===== src/hw/mne_pkg.sv =====
// Shared constants and types for the multiply and negate execution datapath
package mne_pkg;
    localparam int DW = 8;
    localparam int AW = 12;
    localparam int IW = 16;
    // Opcode patterns on the upper instruction bits
    localparam logic [7:0] IMM_PRODUCT_OP = 8'h0D;
    localparam logic [6:0] REG_PRODUCT_OP = 7'h01;
    localparam logic [6:0] TWOS_NEGATE_OP = 7'h36;
    // Operand addressing
    localparam logic [7:0] INDEXED_LIMIT = 8'h5F;
    localparam logic [7:0] ACCESS_SPLIT_STD = 8'h80;
    localparam logic [7:0] ACCESS_SPLIT_EXT = 8'h60;
    localparam logic [3:0] ACCESS_LOW_BANK = 4'h0;
    localparam logic [3:0] ACCESS_HIGH_BANK = 4'hF;
    localparam logic [3:0] NIBBLE_ZERO = 4'h0;
    localparam logic [7:0] BYTE_ZERO = 8'h00;
    localparam logic [7:0] BYTE_ONE = 8'h01;
    localparam logic [7:0] SIGN_ONLY = 8'h80;
    localparam logic [15:0] PROD_RESET = 16'h0000;
    localparam logic [11:0] ADDR_RESET = 12'h000;

    typedef enum logic [3:0] {
        MNE_Q1 = 4'b0001,
        MNE_Q2 = 4'b0010,
        MNE_Q3 = 4'b0100,
        MNE_Q4 = 4'b1000
    } mne_phase_t;

    typedef enum logic [2:0] {
        MNE_OP_NONE = 3'b000,
        MNE_OP_IMM = 3'b001,
        MNE_OP_REG = 3'b010,
        MNE_OP_NEG = 3'b100
    } mne_op_t;

    typedef struct packed {
        logic negative;
        logic signed_wrap_flag;
        logic carry;
        logic half_carry_flag;
        logic zero;
    } mne_flags_t;

    typedef struct packed {
        logic [DW-1:0] product_upper;
        logic [DW-1:0] product_lower;
    } mne_prod_t;

    localparam mne_flags_t FLAGS_RESET = '0;
endpackage : mne_pkg


===== src/hw/mne_execute.sv =====
// Quarter-cycle execution datapath for immediate/register multiply and negate
//
// What this block does
// - Immediate multiply opcode multiplies working register by 8-bit immediate, unsigned.
// - Both multiplies write 16-bit product, high byte upper, low byte lower.
// - Multiplies never touch working register or any status flag.
// - No zero, carry or overflow indication from a multiply.
// - Register multiply multiplies working register by addressed register, sources untouched.
// - Access bit 0 picks access bank; 1 uses bank pointer.
// - Access bit 0 with extended set and field <= 5Fh uses indexed offset.
// - Negate writes the two's complement back to the addressed byte.
// - Negate updates negative, wrap, carry, half-carry and zero flags.
// - Immediate multiply takes any immediate 0..255 in one program word.
`timescale 1ns/1ns
module mne_execute #(
    parameter int DW = mne_pkg::DW,
    parameter int AW = mne_pkg::AW
) (
    // Clock and reset
    input wire logic i_clk,
    input wire logic i_arst_n,
    // Instruction from decoder, sampled in Q1
    input wire logic i_instr_valid,
    input wire logic [mne_pkg::IW-1:0] i_instr,
    // Core state
    input wire logic [DW-1:0] i_wreg,
    input wire logic [3:0] i_bank_pointer,
    input wire logic i_ext_en,
    input wire logic [AW-1:0] i_index_base,
    // Data memory
    input wire logic [DW-1:0] i_mem_rdata,
    output logic [AW-1:0] o_mem_addr,
    output logic o_mem_rd,
    output logic o_mem_we,
    output logic [DW-1:0] o_mem_wdata,
    // Results
    output mne_pkg::mne_prod_t o_prod,
    output logic o_prod_we,
    output mne_pkg::mne_flags_t o_flags,
    output logic o_flags_we,
    // Phase
    output logic o_q1
);
    mne_pkg::mne_phase_t phase_r, phase_nxt;
    mne_pkg::mne_op_t op_r, op_nxt;
    logic [DW-1:0] imm_r, imm_nxt;
    logic [DW-1:0] opnd_r, opnd_nxt;
    logic [AW-1:0] addr_r, addr_nxt;
    mne_pkg::mne_prod_t prod_r, prod_nxt;
    logic [DW-1:0] wdata_r, wdata_nxt;
    mne_pkg::mne_flags_t flags_r, flags_nxt;

    function automatic mne_pkg::mne_op_t decode_op(input logic [mne_pkg::IW-1:0] ins);
        if (ins[15:8] == mne_pkg::IMM_PRODUCT_OP) begin
            return mne_pkg::MNE_OP_IMM;
        end else if (ins[15:9] == mne_pkg::REG_PRODUCT_OP) begin
            return mne_pkg::MNE_OP_REG;
        end else if (ins[15:9] == mne_pkg::TWOS_NEGATE_OP) begin
            return mne_pkg::MNE_OP_NEG;
        end else begin
            return mne_pkg::MNE_OP_NONE;
        end
    endfunction : decode_op

    function automatic logic [AW-1:0] resolve_addr(
        input logic acc, input logic [7:0] f, input logic ext,
        input logic [3:0] bank, input logic [AW-1:0] base);
        logic [7:0] split;
        split = ext ? mne_pkg::ACCESS_SPLIT_EXT : mne_pkg::ACCESS_SPLIT_STD;
        if (acc) begin
            return AW'({bank, f});
        end else if (ext && f <= mne_pkg::INDEXED_LIMIT) begin
            return AW'(base + AW'(f));
        end else if (f < split) begin
            return AW'({mne_pkg::ACCESS_LOW_BANK, f});
        end else begin
            return AW'({mne_pkg::ACCESS_HIGH_BANK, f});
        end
    endfunction : resolve_addr

    // Phase sequencer and compute
    always_comb begin
        logic [DW-1:0] neg;
        neg = ~opnd_r + mne_pkg::BYTE_ONE;
        phase_nxt = phase_r;
        op_nxt = op_r;
        imm_nxt = imm_r;
        opnd_nxt = opnd_r;
        addr_nxt = addr_r;
        prod_nxt = prod_r;
        wdata_nxt = wdata_r;
        flags_nxt = flags_r;
        case (phase_r)
            mne_pkg::MNE_Q1: begin
                phase_nxt = mne_pkg::MNE_Q2;
                op_nxt = i_instr_valid ? decode_op(i_instr) : mne_pkg::MNE_OP_NONE;
                imm_nxt = i_instr[7:0];
                addr_nxt = resolve_addr(i_instr[8], i_instr[7:0], i_ext_en,
                                        i_bank_pointer, i_index_base);
            end
            mne_pkg::MNE_Q2: begin
                phase_nxt = mne_pkg::MNE_Q3;
                opnd_nxt = (op_r == mne_pkg::MNE_OP_IMM) ? imm_r : i_mem_rdata;
            end
            mne_pkg::MNE_Q3: begin
                phase_nxt = mne_pkg::MNE_Q4;
                if (op_r == mne_pkg::MNE_OP_IMM || op_r == mne_pkg::MNE_OP_REG) begin
                    // Zero-extended operands keep the full 16-bit product
                    prod_nxt = mne_pkg::mne_prod_t'((2*DW)'(i_wreg) * (2*DW)'(opnd_r));
                end else if (op_r == mne_pkg::MNE_OP_NEG) begin
                    wdata_nxt = neg;
                    flags_nxt.negative = neg[DW-1];
                    flags_nxt.signed_wrap_flag = (opnd_r == mne_pkg::SIGN_ONLY);
                    flags_nxt.carry = (opnd_r == mne_pkg::BYTE_ZERO);
                    flags_nxt.half_carry_flag = (opnd_r[3:0] == mne_pkg::NIBBLE_ZERO);
                    flags_nxt.zero = (neg == mne_pkg::BYTE_ZERO);
                end
            end
            mne_pkg::MNE_Q4: begin
                phase_nxt = mne_pkg::MNE_Q1;
            end
            default: begin
                phase_nxt = mne_pkg::MNE_Q1;
            end
        endcase
    end

    always_ff @(posedge i_clk or negedge i_arst_n) begin
        if (!i_arst_n) begin
            phase_r <= mne_pkg::MNE_Q1;
            op_r <= mne_pkg::MNE_OP_NONE;
            imm_r <= mne_pkg::BYTE_ZERO;
            opnd_r <= mne_pkg::BYTE_ZERO;
            addr_r <= mne_pkg::ADDR_RESET;
            prod_r <= mne_pkg::PROD_RESET;
            wdata_r <= mne_pkg::BYTE_ZERO;
            flags_r <= mne_pkg::FLAGS_RESET;
        end else begin
            phase_r <= phase_nxt;
            op_r <= op_nxt;
            imm_r <= imm_nxt;
            opnd_r <= opnd_nxt;
            addr_r <= addr_nxt;
            prod_r <= prod_nxt;
            wdata_r <= wdata_nxt;
            flags_r <= flags_nxt;
        end
    end

    // Strobes; multiplies never raise the flag write or the memory write
    assign o_q1 = (phase_r == mne_pkg::MNE_Q1);
    assign o_mem_rd = (phase_r == mne_pkg::MNE_Q2) &&
                      (op_r == mne_pkg::MNE_OP_REG || op_r == mne_pkg::MNE_OP_NEG);
    assign o_prod_we = (phase_r == mne_pkg::MNE_Q4) &&
                       (op_r == mne_pkg::MNE_OP_IMM || op_r == mne_pkg::MNE_OP_REG);
    assign o_mem_we = (phase_r == mne_pkg::MNE_Q4) && (op_r == mne_pkg::MNE_OP_NEG);
    assign o_flags_we = o_mem_we;
    assign o_mem_addr = addr_r;
    assign o_mem_wdata = wdata_r;
    assign o_prod = prod_r;
    assign o_flags = flags_r;

    // Checks
    phase_cycle_a: assert property (@(posedge i_clk) disable iff (!i_arst_n)
        o_q1 |=> phase_r == mne_pkg::MNE_Q2 ##1 phase_r == mne_pkg::MNE_Q3
                 ##1 phase_r == mne_pkg::MNE_Q4 ##1 o_q1)
        else $error("quarter phases out of order");
    imm_product_a: assert property (@(posedge i_clk) disable iff (!i_arst_n)
        o_q1 && i_instr_valid && i_instr[15:8] == mne_pkg::IMM_PRODUCT_OP |->
        ##3 o_prod_we && o_prod == 16'($past(i_wreg, 1)) * 16'($past(i_instr[7:0], 3)))
        else $error("immediate product wrong");
    product_split_a: assert property (@(posedge i_clk) disable iff (!i_arst_n)
        o_prod_we |->
        o_prod.product_upper == 8'((16'($past(i_wreg)) * 16'($past(opnd_r))) >> 8) &&
        o_prod.product_lower == 8'(16'($past(i_wreg)) * 16'($past(opnd_r))))
        else $error("product bytes swapped");
    mult_no_flags_a: assert property (@(posedge i_clk) disable iff (!i_arst_n)
        o_prod_we |-> !o_flags_we && !o_mem_we && $stable(o_flags))
        else $error("multiply touched flags or memory");
    mult_no_zero_a: assert property (@(posedge i_clk) disable iff (!i_arst_n)
        o_prod_we && o_prod == mne_pkg::PROD_RESET |-> !o_flags_we)
        else $error("zero product flagged");
    reg_product_a: assert property (@(posedge i_clk) disable iff (!i_arst_n)
        o_mem_rd && op_r == mne_pkg::MNE_OP_REG |->
        ##2 o_prod_we && !o_mem_we &&
        o_prod == 16'($past(i_wreg, 1)) * 16'($past(i_mem_rdata, 2)))
        else $error("register product wrong");
    bank_select_a: assert property (@(posedge i_clk) disable iff (!i_arst_n)
        o_q1 && i_instr[8] |=> o_mem_addr == {$past(i_bank_pointer), $past(i_instr[7:0])})
        else $error("bank pointer address wrong");
    access_bank_a: assert property (@(posedge i_clk) disable iff (!i_arst_n)
        o_q1 && !i_instr[8] && !i_ext_en && i_instr[7:0] < mne_pkg::ACCESS_SPLIT_STD |=>
        o_mem_addr == {mne_pkg::ACCESS_LOW_BANK, $past(i_instr[7:0])})
        else $error("access bank address wrong");
    invalid_quiet_a: assert property (@(posedge i_clk) disable iff (!i_arst_n)
        o_q1 && !i_instr_valid |-> ##3 !o_prod_we && !o_mem_we && !o_flags_we)
        else $error("idle slot wrote a result");
    indexed_mode_a: assert property (@(posedge i_clk) disable iff (!i_arst_n)
        o_q1 && !i_instr[8] && i_ext_en && i_instr[7:0] <= mne_pkg::INDEXED_LIMIT |=>
        o_mem_addr == AW'($past(i_index_base) + AW'($past(i_instr[7:0]))))
        else $error("indexed offset address wrong");
    negate_value_a: assert property (@(posedge i_clk) disable iff (!i_arst_n)
        o_mem_rd && op_r == mne_pkg::MNE_OP_NEG |->
        ##2 o_mem_we && o_mem_wdata == DW'(-$past(i_mem_rdata, 2)))
        else $error("negate result wrong");
    negate_flags_a: assert property (@(posedge i_clk) disable iff (!i_arst_n)
        o_flags_we |-> o_flags.zero == (o_mem_wdata == mne_pkg::BYTE_ZERO) &&
        o_flags.negative == o_mem_wdata[DW-1] &&
        o_flags.carry == (o_mem_wdata == mne_pkg::BYTE_ZERO) &&
        o_flags.signed_wrap_flag == (o_mem_wdata == mne_pkg::SIGN_ONLY) &&
        o_flags.half_carry_flag == (o_mem_wdata[3:0] == mne_pkg::NIBBLE_ZERO))
        else $error("negate flags wrong");
    // Main scenarios
    cover_imm_c: cover property (@(posedge i_clk) disable iff (!i_arst_n)
        o_prod_we && op_r == mne_pkg::MNE_OP_IMM);
    cover_reg_c: cover property (@(posedge i_clk) disable iff (!i_arst_n)
        o_prod_we && op_r == mne_pkg::MNE_OP_REG);
    cover_neg_c: cover property (@(posedge i_clk) disable iff (!i_arst_n)
        o_flags_we && o_flags.signed_wrap_flag);
    cover_carry_c: cover property (@(posedge i_clk) disable iff (!i_arst_n)
        o_flags_we && o_flags.carry);
    cover_idle_c: cover property (@(posedge i_clk) disable iff (!i_arst_n)
        o_q1 && !i_instr_valid);
endmodule : mne_execute


===== config.mk =====
export PLATFORM = sky130hd
export DESIGN_NAME = mne_execute
export DESIGN_NICKNAME = d
export VERILOG_FILES = /design/src/hw/mne_pkg.sv /design/src/hw/mne_execute.sv
export SDC_FILE = /design/constraint.sdc
export NUM_CORES = 1
export LEC_CHECK = 0
export BUFFER_PORTS_ARGS = -buffer_cell sky130_fd_sc_hd__buf_4
export CAP_MARGIN = 15
export CORE_MARGIN = 10
export CORE_UTILIZATION = 48
export CTS_CLUSTER_SIZE = 14
export DETAILED_ROUTE_END_ITERATION = 8
export GPL_TIMING_DRIVEN = 0
export HOLD_SLACK_MARGIN = 0.06
export PLACE_DENSITY = 0.7
export SLEW_MARGIN = 20
export SYNTH_ARGS = -nofsm -noshare
export SYNTH_HDL_FRONTEND = slang
export SYNTH_SLANG_ARGS = --single-unit

===== constraint.sdc =====
create_clock -name i_clk -period 9.55 [get_ports i_clk]
set_input_delay 1.4325 -clock i_clk [delete_from_list [all_inputs] [get_ports i_clk]]
set_output_delay 1.4325 -clock i_clk [all_outputs]
set_load 0.05 [all_outputs]

==> results of run 1 <==
[placed cells by master, fill, tap and decap left out, types with 11 or more instances in the layout]
cell	netlist	routed
mux2i_1	13	13
clkbuf_1	18	19
a21oi_1	24	24
o21ai_0	41	41
dfrtp_1	62	62
xnor2_1	16	16
inv_1	62	62
buf_4	2	99
xor2_1	11	11
nand2_1	80	80
nor2_1	33	33
ha_1	47	47
and2_1	51	51
fa_1	37	37
[power by group]
group | total [mW] | internal [mW] | switching [mW]
clock | 0.232 | 0.120 | 0.112
combinational | 0.453 | 0.194 | 0.259
sequential | 0.288 | 0.280 | 0.00840
total | 0.973 | 0.594 | 0.380
[metal layers]
metal	share of wire [%]	global-route usage, %	up-vias
met5	0	0	-
met4	1.2	5.16	0
met3	6.2	3.73	12
met2	48	26.1	135
met1	44	20.9	2144
li1	-	-	2173
[synthesized netlist by cell type, drive strengths merged (2+ instances only)]
cell type | n | area [sq um]
a211oi | 10 | 80.1
a21o | 8 | 60.1
a21oi | 24 | 120
a22o | 2 | 17.5
a31oi | 5 | 31.3
and2 | 51 | 319
buf | 7 | 38.8
clkbuf | 18 | 67.6
dfrtp | 62 | 1550
fa | 37 | 741
ha | 47 | 588
inv | 62 | 233
mux2 | 5 | 56.3
mux2i | 13 | 130
nand2 | 80 | 300
nand2b | 4 | 25.0
nand3 | 4 | 20.0
nor2 | 33 | 124
nor2b | 5 | 31.3
nor3 | 10 | 50.1
nor3b | 4 | 30.0
nor4 | 2 | 12.5
nor4b | 2 | 30.0
o21a | 6 | 45.0
o21ai | 44 | 220
o31ai | 5 | 51.3
or2 | 2 | 12.5
or4b | 2 | 20.0
xnor2 | 16 | 140
xor2 | 11 | 96.3
[worst max-delay path, delay by kind of cell]
family	cells	cell delay, ns
AOI/OAI and AO/OA	4	0.73
xor gates and xnor gates	1	0.17
adders and majority gates	5	2.45
buffers and inverters	3	0.24
and+or+nand+nor	2	0.47
[stage by stage]
stage               utilization, %  std cells  area, sq um  worst slack (ns)
detailed placement            57.6        832         6270              3.89
global route                  59.4        848         6460              4.09
global placement              57.6        832         6270              4.00
CTS                           59.4        848         6460              4.26
floorplan                        -        595         5370              4.30
finish                        59.4        848         6460              4.28
[logic make-up (layout without fill, tap and decap cells)]
| kind of cell | count (synthesis) | count (layout) | share of synthesized area (%) |
|---|---|---|---|
| AO/OA/AOI/OAI | 110 | 110 | 12.6 |
| multiplexers | 18 | 18 | 3.47 |
| buffers and inverters | 88 | 201 | 6.41 |
| XOR/XNOR | 27 | 27 | 4.40 |
| adder cells (fa/ha/maj) | 84 | 84 | 24.7 |
| AND/OR/NAND/NOR | 205 | 205 | 19.0 |
| flip-flops | 63 | 63 | 29.4 |
[state kept, by name, indices dropped and copies added, names as in the netlist]
signal,count
o_prod,16
o_mem_addr,12
imm_r,8
o_mem_wdata,8
opnd_r,8
o_flags,4
phase_r,4
op_r,3
[path summary, 6_finish.rpt]
path / cells after the start / endpoint / from / slack (ns)
max in group asynchronous: 1 / o_mem_wdata[5] / i_arst_n / 7.84
min: 2 / imm_r[7] / imm_r[7] / 0.48
max reg2reg: 16 / o_prod[15] / opnd_r[6] / 4.47
max: 15 / o_prod[15] / i_wreg[1] / 4.28
min in group asynchronous: 1 / o_prod[15] / i_arst_n / 1.16
min reg2reg: 2 / imm_r[7] / imm_r[7] / 0.48
[cell type report]
class	count	area share [%]
multi-input combinational	444	53.4
timing repair buffer	97	11.3
buffer	25	1.65
inverter	63	3.68
sequential	63	24.4
clock buffer	10	1.97
tap	140	2.71
clock inverter	6	0.949
==> results.toml, run 1 <==
[logic_synthesis]
yosysUniqueCellTypes = 51
ys.flop_type = "dfrtp_1"
ys_async_sr_fraction_pct = 100
synth-edff-count = 0
synth.avg_cell_area_sq_um = 9.03
ys_ff_latch = 63
seq_area_frac_synth_pct = 29.4
syn_nets = 731
synth_cells = 595
syn_area_sq_um = 5370
yosys_warnings = 0

[grt]
gr-usage-all-layers_pct = 16.1
grt_pass1_vias = 4394
grt_remaining_overflow = 0
grt_max_degree = 64
antenna_found_initial = 0
grt_first_pass_wirelength_um = 21400

[finish]
antennaDiodeCount = 0
multi_input_area_sq_um = 3450
syn2layout_area_growth_pct = 20.3
drive_above_1_share_pct = 18.5
fin_nets = 839
seqCellArea_sq_um = 1580
fillers = 969

[placed_design]
post-dp-hpwl_um = 10600
gp_congestion = 0.891
io_buffers = 97

[status]
outcome = "finished clean"

[floorplanning]
start_util_pct = 49.3
fp-row-count = 38
io_pins = 98
dieWidth_um = 126
die-area_sq_um = 15800
die_h_um = 126
core_area_sq_um = 10900

[timing]
fin_hold_ws_ns = 0.480
maxSlewViolCount = 0
rsz0062_at_grt = "false"
worst_slew_pin_slew_ns = 0.847
max_slew_margin_pct = 43.4
setup_tns_ns = 0
fmax_mhz = 190
finalHoldViolCount = 0
period_needed_ns = 5.27
post-route-period-util_pct = 55.2
fin_skew_ns = 0.00744
setup_viol = 0

[routing]
wl_per_cell_um = 15.2
drt.antenna.violating_nets = 0
vias_per_cell = 5.26
drt_iter0_markers = 226
first_pass_iters = 5
via_count = 4464
wirelength_um = 12900
drc = 0

[critical_path]
cpPeakStageDelay_ns = 0.56
path_max_fanout = 8
path_cells = "buf_4, and2_1, fa_1, fa_1, fa_1, inv_1, fa_1, inv_1, ha_1, or2_2, a211oi_1, a21oi_1, o31ai_1, xnor2_1, o21ai_1"
critPathKind = "in -> reg"
path_common_cell = "fa_1"
cp_slowest_cell = "fa_1"
end_kind = "flop"
crit_path_start_kind = "input pin"
required_ns = 9.78
cp.arrival_ns = 5.50

[cts]
ctsHoldBuffers = 0
clk_latency_ns = 0.36
clock-root-buffer = "clkbuf_8"
cts.repair.resized = 0
cts_buffers = 9
cts_buffer_depth = 2
h-tree-depth = 3
clock-sinks = 63
cts_setup_buffers = 0
cts.clk_slew.worst_paths_ns = 0.08
cts_tree = "built"

[hold_path]
hold_class = "reg -> reg"

[power_and_ir_drop]
finalPower_uw = 973
p_leak_nw = 3.22
vdd_drop_max_uv = 111
power_density_nw_per_um2 = 151

[job]
maxCapViolations = 0
Power figures use the tool's default switching activity.
==> run 2: changes to the inputs <==
- PLACE_DENSITY: 0.7 -> 0.73
- clock period: 9.55 -> 4.55 ns (I/O delays scaled with it)
==> run 2 against run 1 <==
Effect of this change: critical path type is now reg -> reg; utilization up 0.75 points; design area increased by 1.3%; via count shrank 0.83%; critical endpoint is now o_prod[14]; sequential power rose by 110%; flip-flop and latch count stayed put; largest power group unchanged; largest cell class unchanged; clock power rose by 100%; global-route usage up 0.46 points; hold slack lost 0.067 ns; count of clock-buffer cells in the layout is 3 higher; register-to-register slack got worse by 4.3 ns; combinational power up 130%; total power grew 120%.
==> results.toml, run 2 (synthesis results as in run 1) <==
[status]
outcome = "finished clean"

[finish]
final_common_cell = "buf_4"
largest_register_ffs = 16
mostFrequentLayoutCells = "buf_4 (106), nand2_1 (80), inv_1 (62), dfrtp_1 (56), and2_1 (50)"
drive_above_1_share_pct = 21.4
antennaDiodeCount = 0
fin_util_pct = 60.1
fin_nets = 840
fillers = 950
syn2layout_area_growth_pct = 21.9

[floorplanning]
fp-row-count = 38
die-area_sq_um = 15800
dieWidth_um = 126
io_pins = 98
core_area_sq_um = 10900
die_h_um = 126
start_util_pct = 49.3

[critical_path]
crit_path_start_kind = "flop"
required_ns = 4.75
cpPeakStageDelay_ns = 0.55
path_cells = "buf_4, and2_1, fa_1, fa_1, fa_1, inv_1, fa_1, inv_1, ha_1, a21o_1, a21o_1, a31oi_2, a21oi_1, xnor2_1, o21ai_0"
path_max_fanout = 10
critPathKind = "reg -> reg"
end_kind = "flop"
r2r-end = "o_prod[14]"
path_common_cell = "fa_1"
cp.arrival_ns = 4.62
ff2ff_setup_slack_ns = 0.13
worstRegToRegCells = 15
r2r-start = "opnd_r[4]"
cp_slowest_cell = "fa_1"

[cts]
clk_latency_ns = 0.35
clock-sinks = 63
cts_buffers = 9
ctsHoldBuffers = 0
clock-root-buffer = "clkbuf_8"
cts.clk_slew.worst_paths_ns = 0.08
h-tree-depth = 3
cts_tree = "built"
cts_buffer_depth = 2

[routing]
wirelength_um = 13100
vias_per_cell = 5.21
drt_iter0_markers = 247
drc = 0
wl_per_cell_um = 15.4
drt.antenna.violating_nets = 0
via_count = 4427
first_pass_iters = 4

[power_and_ir_drop]
p_leak_nw = 3.24
vdd_drop_max_uv = 191
power_density_nw_per_um2 = 321

[timing]
fin_hold_ws_ns = 0.412
setup_viol = 0
period_needed_ns = 4.42
setup_tns_ns = 0
post-route-period-util_pct = 97.1
maxSlewViolCount = 0
rsz0062_at_grt = "true"
max_slew_margin_pct = 46.0
worst_slew_pin_slew_ns = 0.810
finalHoldViolCount = 0
fin_skew_ns = 0.0132
fmax_mhz = 226

[placed_design]
post-dp-hpwl_um = 10500
gp_congestion = 0.899
io_buffers = 97

[job]
maxCapViolations = 0

[grt]
antenna_found_initial = 0
gr-usage-all-layers_pct = 16.6
grt_remaining_overflow = 0
grt_first_pass_wirelength_um = 22200
grt_pass1_vias = 4642
grt_max_degree = 64

[hold_path]
hold_class = "in -> async"
==> run 2: changes by cell type in the layout (fill, tap and decap cells not counted), moves of 2 or more <==
cell / delta
dfrtp_2: +6
a21oi_2: +2
clkbuf_8: +3
buf_4: +7
a21oi_1: -2
clkbuf_1: -6
dfrtp_1: -6
==> run 2: metal layers <==
metal,vias to the layer above,wire (um),GRT usage [%]
met5,-,0,0
met4,0,108,4.29
met3,8,745,4.66
met2,108,6340,26.9
met1,2127,5910,21.3
li1,2184,-,-
==> run 2: worst max-delay path by stage <==
stage          startpoint         end  cells past startpoint
2_1_floorplan   opnd_r[6]  o_prod[15]                     16
3_3_place_gp    opnd_r[5]  o_prod[15]                     15
3_5_place_dp    opnd_r[6]  o_prod[15]                     16
4_1_cts         opnd_r[6]  o_prod[15]                     15
5_1_grt         opnd_r[6]  o_prod[14]                     16
6_report        opnd_r[4]  o_prod[14]                     15
==> run 2: metrics by stage <==
stage	setup slack [ns]	cell area (sq um)	instances	power [mW]
after floorplan	0.0436	5370	595	1.33
after global placement	-0.256	6270	832	1.53
after detailed placement	-0.355	6270	832	1.57
after CTS	0.0518	6480	845	2.06
after global routing	-0.0331	6540	849	2.26
final	0.133	6540	849	2.10
==> run 2: where the power goes <==
group / switching [mW] / internal (mW)
logic: 0.586 / 0.443
clock network: 0.236 / 0.227
registers: 0.0225 / 0.588
total: 0.844 / 1.26
==> run 2: area by class of cell <==
| cell class | count | area, sq um | share of cell area [%] |
|---|---|---|---|
| Buffer | 19 | 93.8 | 1.43 |
| Tap cell | 140 | 175 | 2.68 |
| Clock buffer | 13 | 159 | 2.43 |
| Timing Repair Buffer | 104 | 781 | 11.9 |
| Clock inverter | 3 | 18.8 | 0.287 |
| Multi-Input combinational cell | 444 | 3490 | 53.4 |
| Sequential cell | 63 | 1590 | 24.2 |
| Inverter | 63 | 238 | 3.63 |
==> run 2: critical path: cells and delay by family, from the launching register on <==
kind | cells | cell delay (ns)
adders and majority gates | 5 | 2.31
DFF | 1 | 0.48
buffers and inverters | 3 | 0.27
AOI/OAI and AO/OA | 5 | 0.84
xor gates and xnor gates | 1 | 0.21
and+or+nand+nor | 1 | 0.16
==> run 2: what timing repair did <==
| action | in CTS | in global routing |
|---|---|---|
| endpoints found under the setup margin | 6 | 5 |
| pin swaps | 3 | 5 |
| buffers inserted | 3 | 4 |
| gates resized for setup | 10 | 7 |
==> run 3: changes to the inputs <==
- CORE_UTILIZATION: 48 -> 27
- PLACE_DENSITY: 0.73 -> unset
==> run 3 against run 2 <==
Effect of this change: sequential power barely moved; utilization fell by 25 points; register-to-register slack barely moved; maximum frequency rose by 0.27%; via count fell by 0.70%; design area rose by 3.8%; global-route usage fell by 5.5 points; total power rose by 7.7%; clock skew fell by 0.0057 ns; combinational power fell by 4%; highest routed layer unchanged.
==> results.toml, run 3 (synthesis results as in run 1) <==
[status]
outcome = "finished clean"

[timing]
max_slew_margin_pct = 43.0
fin_hold_ws_ns = 0.447
post-route-period-util_pct = 96.8
finalHoldViolCount = 0
period_needed_ns = 4.41
fmax_mhz = 227
fin_skew_ns = 0.00758
maxSlewViolCount = 0
setup_viol = 0
worst_slew_pin_slew_ns = 0.853

[finish]
mostFrequentLayoutCells = "buf_4 (107), nand2_1 (80), inv_1 (62), dfrtp_1 (56), and2_1 (51)"
multi_input_area_sq_um = 3490
seqCellArea_sq_um = 1590
stdcell_area_sq_um = 6790
syn2layout_area_growth_pct = 26.4
fillers = 2125
largest_register_ffs = 16
antennaDiodeCount = 0
fin_nets = 840
final_common_cell = "buf_4"
drive_above_1_share_pct = 21.4

[floorplanning]
io_pins = 98
die_h_um = 161
die-area_sq_um = 25900
dieWidth_um = 161
fp-row-count = 51
core_area_sq_um = 19500
start_util_pct = 27.5

[routing]
wl_per_cell_um = 14.4
wirelength_um = 14000
drt.antenna.violating_nets = 0
vias_per_cell = 4.51
first_pass_iters = 4
drc = 0
drt_iter0_markers = 174
via_count = 4396

[cts]
cts_tree = "built"
ctsHoldBuffers = 0
clock-root-buffer = "clkbuf_16"
clock-sinks = 63
h-tree-depth = 3
cts_buffers = 9
clk_latency_ns = 0.34
cts.clk_slew.worst_paths_ns = 0.06
cts_buffer_depth = 2

[grt]
grt_pass1_vias = 4551
grt_max_degree = 64
grt_remaining_overflow = 0
grt_first_pass_wirelength_um = 23300
antenna_found_initial = 0
gr-usage-all-layers_pct = 11.1

[power_and_ir_drop]
power_density_nw_per_um2 = 333
p_leak_nw = 3.28
vdd_drop_max_uv = 181

[critical_path]
crit_path_start_kind = "flop"
end_kind = "flop"
required_ns = 4.74
critPathKind = "reg -> reg"
cp.arrival_ns = 4.60
path_max_fanout = 12

[hold_path]
hold_class = "in -> async"

[job]
maxCapViolations = 0

[placed_design]
gp_congestion = 0.797
io_buffers = 97
dpl_cell_area_sq_um = 6430
post-dp-hpwl_um = 11200
-- run 3: cell types whose count changed in the layout (fill, tap and decap cells not counted), sizes merged --
cell	delta
buf	+1
clkbuf	-5
clkinvlp	+1
inv	+3
-- run 3: cell type report --
type                            instances  share of cell area [%]
Inverter                               63                    3.50
Buffer                                 18                    1.18
Clock buffer                            9                    3.32
Tap cell                              265                    4.88
Timing Repair Buffer                  105                    11.6
Multi-Input combinational cell        444                    51.3
Clock inverter                          7                   0.829
Sequential cell                        63                    23.3
-- run 3: what timing repair did --
| item | 4_1_cts | 5_1_grt |
|---|---|---|
| pin swaps | 3 | 5 |
| resized for setup | 10 | 4 |
| endpoints found under the setup margin | 7 | 3 |
| buffers inserted | 2 | 6 |
| endpoints found under the hold margin | 0 | 0 |
-- run 3: worst max-delay path: stages, from the launching register on --
cell and delay (ns):
dfrtp_2 0.43, buf_4 0.19, and2_1 0.19, fa_1 0.51, fa_1 0.52, fa_1 0.56, inv_1 0.06, fa_1 0.53
inv_1 0.04, ha_1 0.24, a21o_1 0.17, a21o_1 0.17, a31oi_1 0.24, a21oi_1 0.15, xnor2_1 0.15, o21ai_0 0.09
-- run 3: worst paths after layout --
| path | from | endpoint | slack [ns] | depth (start not counted) |
|---|---|---|---|---|
| max | opnd_r[7] | o_prod[14] | 0.14 | 15 |
| min | i_arst_n | o_prod[14] | 0.45 | 1 |
| max reg2reg | opnd_r[7] | o_prod[14] | 0.14 | 15 |
| min reg2reg | imm_r[3] | imm_r[3] | 0.47 | 2 |
| max in group asynchronous | i_arst_n | opnd_r[3] | 3.49 | 1 |
| min in group i_clk | imm_r[3] | imm_r[3] | 0.47 | 2 |
-- run 3: metal layers --
layer / up-vias / share of wire [%] / wire [um] / GRT usage, %
met1: 2108 / 46 / 6510 / 14.1
met5: - / 0 / 0 / 0
li1: 2190 / - / - / -
met2: 82 / 47 / 6650 / 17.8
met4: 0 / 2.1 / 291 / 4.38
met3: 16 / 4.2 / 594 / 2.72
-- run 3: power breakdown --
part	switching [mW]	internal, mW	total, mW
Clock	0.284	0.375	0.659
Combinational	0.554	0.437	0.991
Sequential	0.0243	0.588	0.613
Total	0.863	1.40	2.26
-- run 3: metrics by stage --
stage	util [%]	instances	total power, mW	setup TNS [ns]	setup slack, ns
2_1_floorplan	-	595	1.33	0	0.0436
3_3_place_gp	32.9	957	1.56	-0.973	-0.347
3_5_place_dp	32.9	957	1.56	-1.25	-0.400
4_1_cts	34.5	969	2.26	0	0.00455
5_1_grt	34.8	974	2.47	-0.0300	-0.0300
6_report	34.8	974	2.26	0	0.145
